--- src/inc/cnc_pkg.sv ---
package cnc_pkg;

    // ****************************************
    // Register indices; byte address is four times the index.
    // ****************************************
    localparam logic [9:0] IDX_PAGE = 10'h008;
    localparam logic [9:0] IDX_CTRL = 10'h130;
    localparam logic [9:0] IDX_FTW0 = 10'h132;
    localparam logic [9:0] IDX_FTW1 = 10'h133;
    localparam logic [9:0] IDX_FTW2 = 10'h134;
    localparam logic [9:0] IDX_FTW3 = 10'h135;
    localparam logic [9:0] IDX_FTW5 = 10'h136;
    localparam logic [9:0] IDX_PHS0 = 10'h137;
    localparam logic [9:0] IDX_PHS1 = 10'h138;
    localparam logic [9:0] IDX_MOD0 = 10'h13a;
    localparam logic [9:0] IDX_MOD1 = 10'h13b;
    localparam logic [9:0] IDX_MOD3 = 10'h13c;
    localparam logic [9:0] IDX_MOD4 = 10'h13d;
    localparam logic [9:0] IDX_MOD5 = 10'h13f;
    localparam logic [9:0] IDX_DLT0 = 10'h140;
    localparam logic [9:0] IDX_DLT1 = 10'h141;
    localparam logic [9:0] IDX_DLT2 = 10'h142;
    localparam logic [9:0] IDX_DLT3 = 10'h143;
    localparam logic [9:0] IDX_DLT4 = 10'h144;
    localparam logic [9:0] IDX_DLT5 = 10'h145;
    localparam logic [9:0] IDX_UPDATE = 10'h148;
    localparam logic [9:0] IDX_STATUS = 10'h149;
    localparam logic [9:0] IDX_INTERP = 10'h14a;
    localparam logic [9:0] IDX_FTW4 = 10'h14b;
    localparam logic [9:0] IDX_MOD2 = 10'h14c;

    // ****************************************
    // Control fields and layout of the staging word.
    // ****************************************
    localparam int CTRL_SIDEBAND = 1;
    localparam int CTRL_MODULUS = 2;
    localparam int CTRL_ENABLE = 6;
    localparam int PAGE_STRIDE = 3;
    localparam int PAGE_W = 6;
    localparam int SH_FTW = 0;
    localparam int SH_MOD = 48;
    localparam int SH_DLT = 96;
    localparam int SH_PHS = 144;
    localparam int SH_W = 160;
    localparam int INTERP_W = 4;
    localparam logic [3:0] INTERP_RST = 4'h1;
    localparam logic [5:0] PAGE_RST = 6'h00;

    // ****************************************
    // Bus transfer codes.
    // ****************************************
    localparam logic [1:0] HTRANS_NONSEQ = 2'h2;

endpackage

--- src/hdl/cnc_osc_core.sv ---
`timescale 1ns/1ps
module cnc_osc_core #(
    parameter int AW = 48,
    parameter int PW = 16
) (
    input wire logic clk_in,
    input wire logic rst_in,
    input wire logic tick_in,
    input wire logic en_in,
    input wire logic mod_en_in,
    input wire logic flip_in,
    input wire logic [AW-1:0] ftw_in,
    input wire logic [AW-1:0] mod_in,
    input wire logic [AW-1:0] delta_in,
    input wire logic [PW-1:0] poff_in,
    output logic [PW-1:0] phase_out,
    output logic valid_out
);

    typedef struct packed {
        logic [AW-1:0] acc;
        logic [AW-1:0] rem;
        logic [PW-1:0] phase;
        logic valid;
    } cnc_core_t;

    cnc_core_t s_q;
    cnc_core_t s_d;

    // ****************************************
    // Phase accumulator with optional fractional modulus.
    // ****************************************
    always_comb begin
        logic [AW:0] sum;
        logic carry;
        logic [PW-1:0] pw;
        sum = {1'b0, s_q.rem} + {1'b0, delta_in};
        carry = mod_en_in && (mod_in != '0) && (sum >= {1'b0, mod_in});
        pw = s_q.acc[AW-1 -: PW] + poff_in;
        s_d = s_q;
        s_d.valid = 1'b0;
        if (!en_in) begin
            s_d.acc = '0;
            s_d.rem = '0;
            s_d.phase = '0;
        end else if (tick_in) begin
            s_d.acc = s_q.acc + ftw_in + AW'(carry);
            if (carry) begin
                s_d.rem = AW'(sum - {1'b0, mod_in});
            end else if (mod_en_in) begin
                s_d.rem = AW'(sum);
            end else begin
                s_d.rem = '0;
            end
            s_d.phase = flip_in ? PW'(~pw + 1'b1) : pw;
            s_d.valid = 1'b1;
        end
    end

    always_ff @(posedge clk_in) begin
        if (rst_in) begin
            s_q <= '0;
        end else begin
            s_q <= s_d;
        end
    end

    assign phase_out = s_q.phase;
    assign valid_out = s_q.valid;

endmodule

--- src/hdl/cnc_channel_nco.sv ---
// The AHB-Lite slave port was left to the implementer.
`timescale 1ns/1ps
// How it works
// - A per-channel sideband bit passes the phase as is at 0 and negates it at 1 for a flip.
// - In integer mode the accumulator grows by the 48-bit tuning word each channel tick.
// - The oscillator steps once per channel tick, the data strobe divided by the interp factor.
// - A 16-bit phase shift is added at the top of the accumulator, full circle being 2^16.
// - In modulus mode the remainder gains the numerator and carries one LSB at the denominator.
// - The page mask picks the channels taking writes, bit 0 for channel 0 and bit 3 for 1.
// - Control bit 6 turns the paged channels' oscillators on at 1 and off at 0.
// - Control bit 2 selects modulus mode at 1 and integer mode at 0 for paged channels.
module cnc_channel_nco #(
    parameter int NCH = 2,
    parameter int AW = 48,
    parameter int PW = 16
) (
    input wire logic SYS_CLK_IN,
    input wire logic RESET_IN,
    input wire logic HSEL_IN,
    input wire logic [31:0] HADDR_IN,
    input wire logic [1:0] HTRANS_IN,
    input wire logic HWRITE_IN,
    input wire logic [2:0] HSIZE_IN,
    input wire logic [31:0] HWDATA_IN,
    input wire logic HREADY_IN,
    output logic [31:0] HRDATA_OUT,
    output logic HREADYOUT_OUT,
    output logic HRESP_OUT,
    input wire logic DATA_STROBE_IN,
    output logic [NCH*PW-1:0] CH_PHASE_OUT,
    output logic [NCH-1:0] CH_VALID_OUT
);

    localparam int SW = cnc_pkg::SH_W;
    localparam int IW = cnc_pkg::INTERP_W;

    typedef struct packed {
        logic [9:0] idx;
        logic wr;
        logic [cnc_pkg::PAGE_W-1:0] page;
        logic [NCH-1:0] en;
        logic [NCH-1:0] mm;
        logic [NCH-1:0] sb;
        logic [SW-1:0] shadow;
        logic [NCH*SW-1:0] act;
        logic [IW-1:0] interp;
        logic [IW-1:0] cnt;
        logic tick;
        logic [31:0] rdata;
        logic ready;
        logic resp;
    } cnc_top_t;

    cnc_top_t s_q;
    cnc_top_t s_d;

    // ****************************************
    // Byte position of each value byte in the staging word.
    // ****************************************
    function automatic logic [8:0] byte_pos(input logic [9:0] idx);
        logic [8:0] r;
        r = '0;
        case (idx)
            cnc_pkg::IDX_FTW0: r = {1'b1, 8'(cnc_pkg::SH_FTW + 0)};
            cnc_pkg::IDX_FTW1: r = {1'b1, 8'(cnc_pkg::SH_FTW + 8)};
            cnc_pkg::IDX_FTW2: r = {1'b1, 8'(cnc_pkg::SH_FTW + 16)};
            cnc_pkg::IDX_FTW3: r = {1'b1, 8'(cnc_pkg::SH_FTW + 24)};
            cnc_pkg::IDX_FTW4: r = {1'b1, 8'(cnc_pkg::SH_FTW + 32)};
            cnc_pkg::IDX_FTW5: r = {1'b1, 8'(cnc_pkg::SH_FTW + 40)};
            cnc_pkg::IDX_PHS0: r = {1'b1, 8'(cnc_pkg::SH_PHS + 0)};
            cnc_pkg::IDX_PHS1: r = {1'b1, 8'(cnc_pkg::SH_PHS + 8)};
            cnc_pkg::IDX_MOD0: r = {1'b1, 8'(cnc_pkg::SH_MOD + 0)};
            cnc_pkg::IDX_MOD1: r = {1'b1, 8'(cnc_pkg::SH_MOD + 8)};
            cnc_pkg::IDX_MOD2: r = {1'b1, 8'(cnc_pkg::SH_MOD + 16)};
            cnc_pkg::IDX_MOD3: r = {1'b1, 8'(cnc_pkg::SH_MOD + 24)};
            cnc_pkg::IDX_MOD4: r = {1'b1, 8'(cnc_pkg::SH_MOD + 32)};
            cnc_pkg::IDX_MOD5: r = {1'b1, 8'(cnc_pkg::SH_MOD + 40)};
            cnc_pkg::IDX_DLT0: r = {1'b1, 8'(cnc_pkg::SH_DLT + 0)};
            cnc_pkg::IDX_DLT1: r = {1'b1, 8'(cnc_pkg::SH_DLT + 8)};
            cnc_pkg::IDX_DLT2: r = {1'b1, 8'(cnc_pkg::SH_DLT + 16)};
            cnc_pkg::IDX_DLT3: r = {1'b1, 8'(cnc_pkg::SH_DLT + 24)};
            cnc_pkg::IDX_DLT4: r = {1'b1, 8'(cnc_pkg::SH_DLT + 32)};
            cnc_pkg::IDX_DLT5: r = {1'b1, 8'(cnc_pkg::SH_DLT + 40)};
            default: r = '0;
        endcase
        return r;
    endfunction

    // ****************************************
    // Bus slave, register file and channel tick.
    // ****************************************
    always_comb begin
        logic take;
        logic [8:0] bp;
        logic [IW-1:0] last;
        logic [31:0] rd;
        logic [9:0] aidx;
        take = HSEL_IN && HREADY_IN && (HTRANS_IN == cnc_pkg::HTRANS_NONSEQ);
        aidx = HADDR_IN[11:2];
        bp = byte_pos(s_q.idx);
        last = (s_q.interp == '0) ? '0 : IW'(s_q.interp - 1'b1);
        rd = '0;
        s_d = s_q;
        s_d.ready = 1'b1;
        s_d.resp = 1'b0;

        // Address phase: latch a write, or prepare read data.
        s_d.wr = 1'b0;
        if (take) begin
            s_d.idx = aidx;
            s_d.wr = HWRITE_IN && (HADDR_IN[31:12] == '0);
            if (!HWRITE_IN && (HADDR_IN[31:12] == '0)) begin
                case (aidx)
                    cnc_pkg::IDX_PAGE: rd = 32'(s_q.page);
                    cnc_pkg::IDX_INTERP: rd = 32'(s_q.interp);
                    cnc_pkg::IDX_STATUS: begin
                        rd[NCH-1:0] = s_q.en;
                        rd[8 +: NCH] = s_q.mm;
                        rd[16 +: NCH] = s_q.sb;
                    end
                    default: rd = '0;
                endcase
            end
            if (!HWRITE_IN) begin
                s_d.rdata = rd;
            end
        end

        // Data phase: store the written byte.
        if (s_q.wr) begin
            if (bp[8]) begin
                s_d.shadow[bp[7:0] +: 8] = HWDATA_IN[7:0];
            end
            case (s_q.idx)
                cnc_pkg::IDX_PAGE: begin
                    s_d.page = HWDATA_IN[cnc_pkg::PAGE_W-1:0];
                end
                cnc_pkg::IDX_INTERP: begin
                    s_d.interp = HWDATA_IN[IW-1:0];
                end
                default: begin
                end
            endcase
            for (int c = 0; c < NCH; c++) begin
                if (s_q.page[c*cnc_pkg::PAGE_STRIDE]) begin
                    if (s_q.idx == cnc_pkg::IDX_CTRL) begin
                        s_d.en[c] = HWDATA_IN[cnc_pkg::CTRL_ENABLE];
                        s_d.mm[c] = HWDATA_IN[cnc_pkg::CTRL_MODULUS];
                        s_d.sb[c] = HWDATA_IN[cnc_pkg::CTRL_SIDEBAND];
                    end
                    if (s_q.idx == cnc_pkg::IDX_UPDATE && HWDATA_IN[0]) begin
                        s_d.act[c*SW +: SW] = s_q.shadow;
                    end
                end
            end
        end

        // Channel tick: one per interp-factor data strobes.
        s_d.tick = 1'b0;
        if (DATA_STROBE_IN) begin
            if (s_q.cnt >= last) begin
                s_d.cnt = '0;
                s_d.tick = 1'b1;
            end else begin
                s_d.cnt = IW'(s_q.cnt + 1'b1);
            end
        end
    end

    always_ff @(posedge SYS_CLK_IN) begin
        if (RESET_IN) begin
            s_q <= '0;
            s_q.page <= cnc_pkg::PAGE_RST;
            s_q.interp <= cnc_pkg::INTERP_RST;
        end else begin
            s_q <= s_d;
        end
    end

    assign HRDATA_OUT = s_q.rdata;
    assign HREADYOUT_OUT = s_q.ready;
    assign HRESP_OUT = s_q.resp;

    // ****************************************
    // One oscillator per channel.
    // ****************************************
    for (genvar c = 0; c < NCH; c++) begin : g_ch
        cnc_osc_core #(
            .AW(AW),
            .PW(PW)
        ) u_core (
            .clk_in(SYS_CLK_IN),
            .rst_in(RESET_IN),
            .tick_in(s_q.tick),
            .en_in(s_q.en[c]),
            .mod_en_in(s_q.mm[c]),
            .flip_in(s_q.sb[c]),
            .ftw_in(s_q.act[c*SW + cnc_pkg::SH_FTW +: AW]),
            .mod_in(s_q.act[c*SW + cnc_pkg::SH_MOD +: AW]),
            .delta_in(s_q.act[c*SW + cnc_pkg::SH_DLT +: AW]),
            .poff_in(s_q.act[c*SW + cnc_pkg::SH_PHS +: PW]),
            .phase_out(CH_PHASE_OUT[c*PW +: PW]),
            .valid_out(CH_VALID_OUT[c])
        );
    end

endmodule

--- config.mk ---
export PLATFORM = sky130hd
export DESIGN_NAME = cnc_channel_nco
export DESIGN_NICKNAME = d
export VERILOG_FILES = /design/src/inc/cnc_pkg.sv /design/src/hdl/cnc_osc_core.sv /design/src/hdl/cnc_channel_nco.sv
export SDC_FILE = /design/constraint.sdc
export NUM_CORES = 2
export LEC_CHECK = 0
export ABC_AREA = 0
export BUFFER_PORTS_ARGS = -buffer_cell sky130_fd_sc_hd__buf_2
export CORE_MARGIN = 3
export CORE_UTILIZATION = 50
export DETAILED_ROUTE_END_ITERATION = 6
export PLACE_DENSITY = 0.69
export SLEW_MARGIN = 30
export SYNTH_ARGS = -nofsm -noshare
export SYNTH_HDL_FRONTEND = slang
export SYNTH_SLANG_ARGS = --single-unit
--- constraint.sdc ---
create_clock -name SYS_CLK_IN -period 8.38 [get_ports SYS_CLK_IN]
set_clock_uncertainty 0.05 [all_clocks]
set_input_delay 2.514 -clock SYS_CLK_IN [delete_from_list [all_inputs] [get_ports SYS_CLK_IN]]
set_output_delay 2.514 -clock SYS_CLK_IN [all_outputs]
set_load 0.01 [all_outputs]
==> impl_metrics.toml <==
[outcome]
status = "completed"

[yosys]
yosysTopAreaCell = "dfxtp_1"
synth_common_cells = "979 x nand2_1, 749 x dfxtp_1, 706 x a21oi_1, 482 x nor2_1, 322 x ha_1"
syn_area_per_cell_um2 = 7.798
async_flop_share_pct = 0
synthDominantCellAreaShare_pct = 32.84
synth.area.top_cells = "dfxtp_1 33%, ha_1 8.8%, nand2_1 8.0%, a21oi_1 7.7%, mux2i_1 4.8%"
ys_ff_latch = 749
yosysWarnings = 0
ys_types = 102
ys.flop_type = "dfxtp_1"
yosysSeqAreaShare_pct = 32.84
synth_area_um2 = 45660
yosysMostFrequentCell = "nand2_1"
synth_edf_count = 0
synthCells = 5856

[clock_tree]
cts_tree = "yes"
clock_path_buffers = 3
cts_buffers = 83
clk_pin_slew_ns = 0.06
root_buffer = "clkbuf_16"
insertion_delay_ns = 0.65
holdBufCountCts = 0
cts.htree.levels = 3
clock-sinks = 749

[drt]
wire_per_inst_um = 19.54
dr.first_iter.drc_count = 3307
drt_pass1_iterations = 6
drc = 0
wl_mm = 139.0
antenna_left = 0
avgViaCountPerCell = 5.866
via_count = 41737

[timing]
setup_violations = 0
timing.final.crit_period_ns = 8.032
slew_viol_final = 0
rsz0062_at_grt = "true"
relSlewSlack_pct = 33.26
hold_ws_ns = 0.4054
timing.fmax_ghz = 0.1245
finalHoldViolCount = 0
worstMarginPinSlew_ns = 1.001
setup_slack_ns = 0.3476
fin_crit_sh_pct = 95.85

[layout]
nNetsFinal = 6279
multi_input_area_um2 = 28690
fin_area_um2 = 50680
fillerInstances = 8522
area_growth_pct = 10.98
seqCellArea_um2 = 15000
drive_gt1_share_pct = 9.149
fin_cells = 7115

[critical_path]
required_ns = 8.87
slowest_delay_ns = 0.36
critPathMaxFanout = 5
crit_type = "reg -> reg"
rr_startpoint = "g_ch[0].u_core.s_q[17]"
crit_start = "g_ch[0].u_core.s_q[17]"
cpMaxStageDelayCell = "ha_2"
worstPathArrival_ns = 8.52
worstSetupStartpointType = "flip-flop"
worst_setup_path_end_kind = "flip-flop"

[power_and_ir_drop]
switching_share_pct = 22.14
max-vdd-ir-drop_uv = 177.0
p_seq_share_pct = 47.0
p_comb_share_pct = 1.8
p_sw_uw = 1678
p_int_uw = 5903
p_clk_share_pct = 51.2
p_per_area_nw_per_um2 = 149.6
leakagePower_uw = 0.02079

[global_route]
antenna_found_initial = 10
grt_max_degree = 207
grt_use_total_pct = 28.36
grt_pass1_vias = 39330
grt-ovfl-total = 0
grt_pass1_wl_mm = 214.9

[job]
drv_cap = 0

[place]
place_hpwl_mm = 102.9
io_buffers = 90
place_congestion = 0.9455
dp.cells = 6954
place_area_um2 = 47400
place_ws_ns = 0.008849

[floorplan]
num_rows = 110
core_region_area_um2 = 90290
start_util_pct = 50.58
ios = 143
die_width_um = 308.2
die_area_um2 = 94990
die-height_um = 308.2

[min_path]
hp-class = "reg -> reg"
hold_start = "s_q[308]"
-- cell usage in the layout, fill, tap and decap left out, types with 13 or more instances in the layout --
master	netlist	layout
o21ai_0	279	263
nand2_1	979	977
conb_1	1	23
nor4_1	42	39
buf_4	70	166
o31ai_1	35	32
o21ai_1	2	14
mux2_2	21	21
xnor2_1	170	169
nor2_1	482	475
xor2_1	120	120
mux2i_1	217	217
a21boi_0	15	14
a21o_1	144	144
o31a_1	19	19
nand3_1	120	120
nand4_1	59	59
a21oi_1	706	698
nand2b_1	47	47
a31oi_1	80	79
clkbuf_1	257	14
and2_1	38	37
o21a_1	36	36
and3_1	57	56
or3_1	26	26
o21bai_1	48	48
or2_2	21	21
nor2b_1	46	43
dfxtp_1	749	747
o211ai_1	34	34
ha_1	322	319
nor3_1	66	61
buf_2	15	89
a22oi_1	30	30
clkbuf_16	0	85
inv_1	205	205
a211oi_1	69	64
and4_1	15	13
-- layer usage --
metal	wire [um]	part of all wire, %	up-vias	global-route usage, %
met5	57	0.041	-	0
met4	7672	5.5	8	14.28
met3	6389	4.6	330	3.365
met2	66090	48	1060	48.81
met1	58830	42	19736	35.03
li1	-	-	20603	-
-- registers in the layout, indices dropped and copies added, names as in the netlist --
register / flops
s_q: 512
HRDATA_OUT: 10
g_ch.u_core.s_q: 192
HREADYOUT_OUT: 1
g_ch.u_core.phase_out: 32
g_ch.u_core.valid_out: 2
-- metrics by stage --
step                      util (%)  total power [uW]  setup TNS (ns)
after floorplan                  -              3737               0
after global placement       52.48              3775               0
after detailed placement     52.50              3778               0
after CTS                    55.69              7638               0
after global routing         56.12              7793        -0.08653
final                        56.13              7582               0
-- worst paths after layout --
kind | endpoint | slack, ns | depth (start not counted)
setup / recovery | g_ch[0].u_core.s_q[105] | 0.35 | 38
setup reg to reg | g_ch[0].u_core.s_q[105] | 0.35 | 38
hold / removal | s_q[308] | 0.41 | 2
hold reg to reg | s_q[308] | 0.41 | 2
-- critical path: cells and delay by family (launching register included) --
family	cells	cell delay, ns
buffers and inverters	5	0.76
adder cells (fa/ha/maj)	5	1.36
XOR/XNOR	1	0.16
AND/OR/NAND/NOR	5	0.76
flip-flops	1	0.32
AO/OA/AOI/OAI	22	4.55
-- power by group through the flow --
| stage | Combinational [uW] | Clock, uW | Sequential [uW] |
|---|---|---|---|
| 3_3_place_gp | 130 | 0 | 3650 |
| 5_1_grt | 144 | 4080 | 3560 |
| 4_1_cts | 133 | 3940 | 3570 |
| 2_1_floorplan | 95.6 | 0 | 3640 |
| 6_report | 135 | 3880 | 3570 |
| 3_5_place_dp | 133 | 0 | 3650 |
-- cells by family after synthesis --
logic type / after synthesis / synth area share [%]
xor gates and xnor gates: 292 / 5.647
buffers and inverters: 563 / 5.269
other: 1 / 0.008212
adders and majority gates: 332 / 9.261
AOI/OAI and AO/OA: 1631 / 21.74
muxes: 238 / 5.275
and+or+nand+nor: 2050 / 19.96
DFF: 749 / 32.84
-- layout make-up --
cell class / count / area share (%)
multi-input combinational: 4566 / 56.62
sequential: 749 / 29.60
clock buffer: 111 / 4.627
timing repair buffer: 264 / 3.649
tap: 1176 / 2.904
inverter: 208 / 1.548
clock inverter: 37 / 1.035
antenna: 4 / 0.01975
-- what timing repair did --
item	CTS	global route
hold endpoints to repair	0	0
pin swaps	0	28
gates resized for setup	4	77
endpoints found under the setup margin	2	44
setup buffers	0	7
Power figures use the tool's default switching activity.
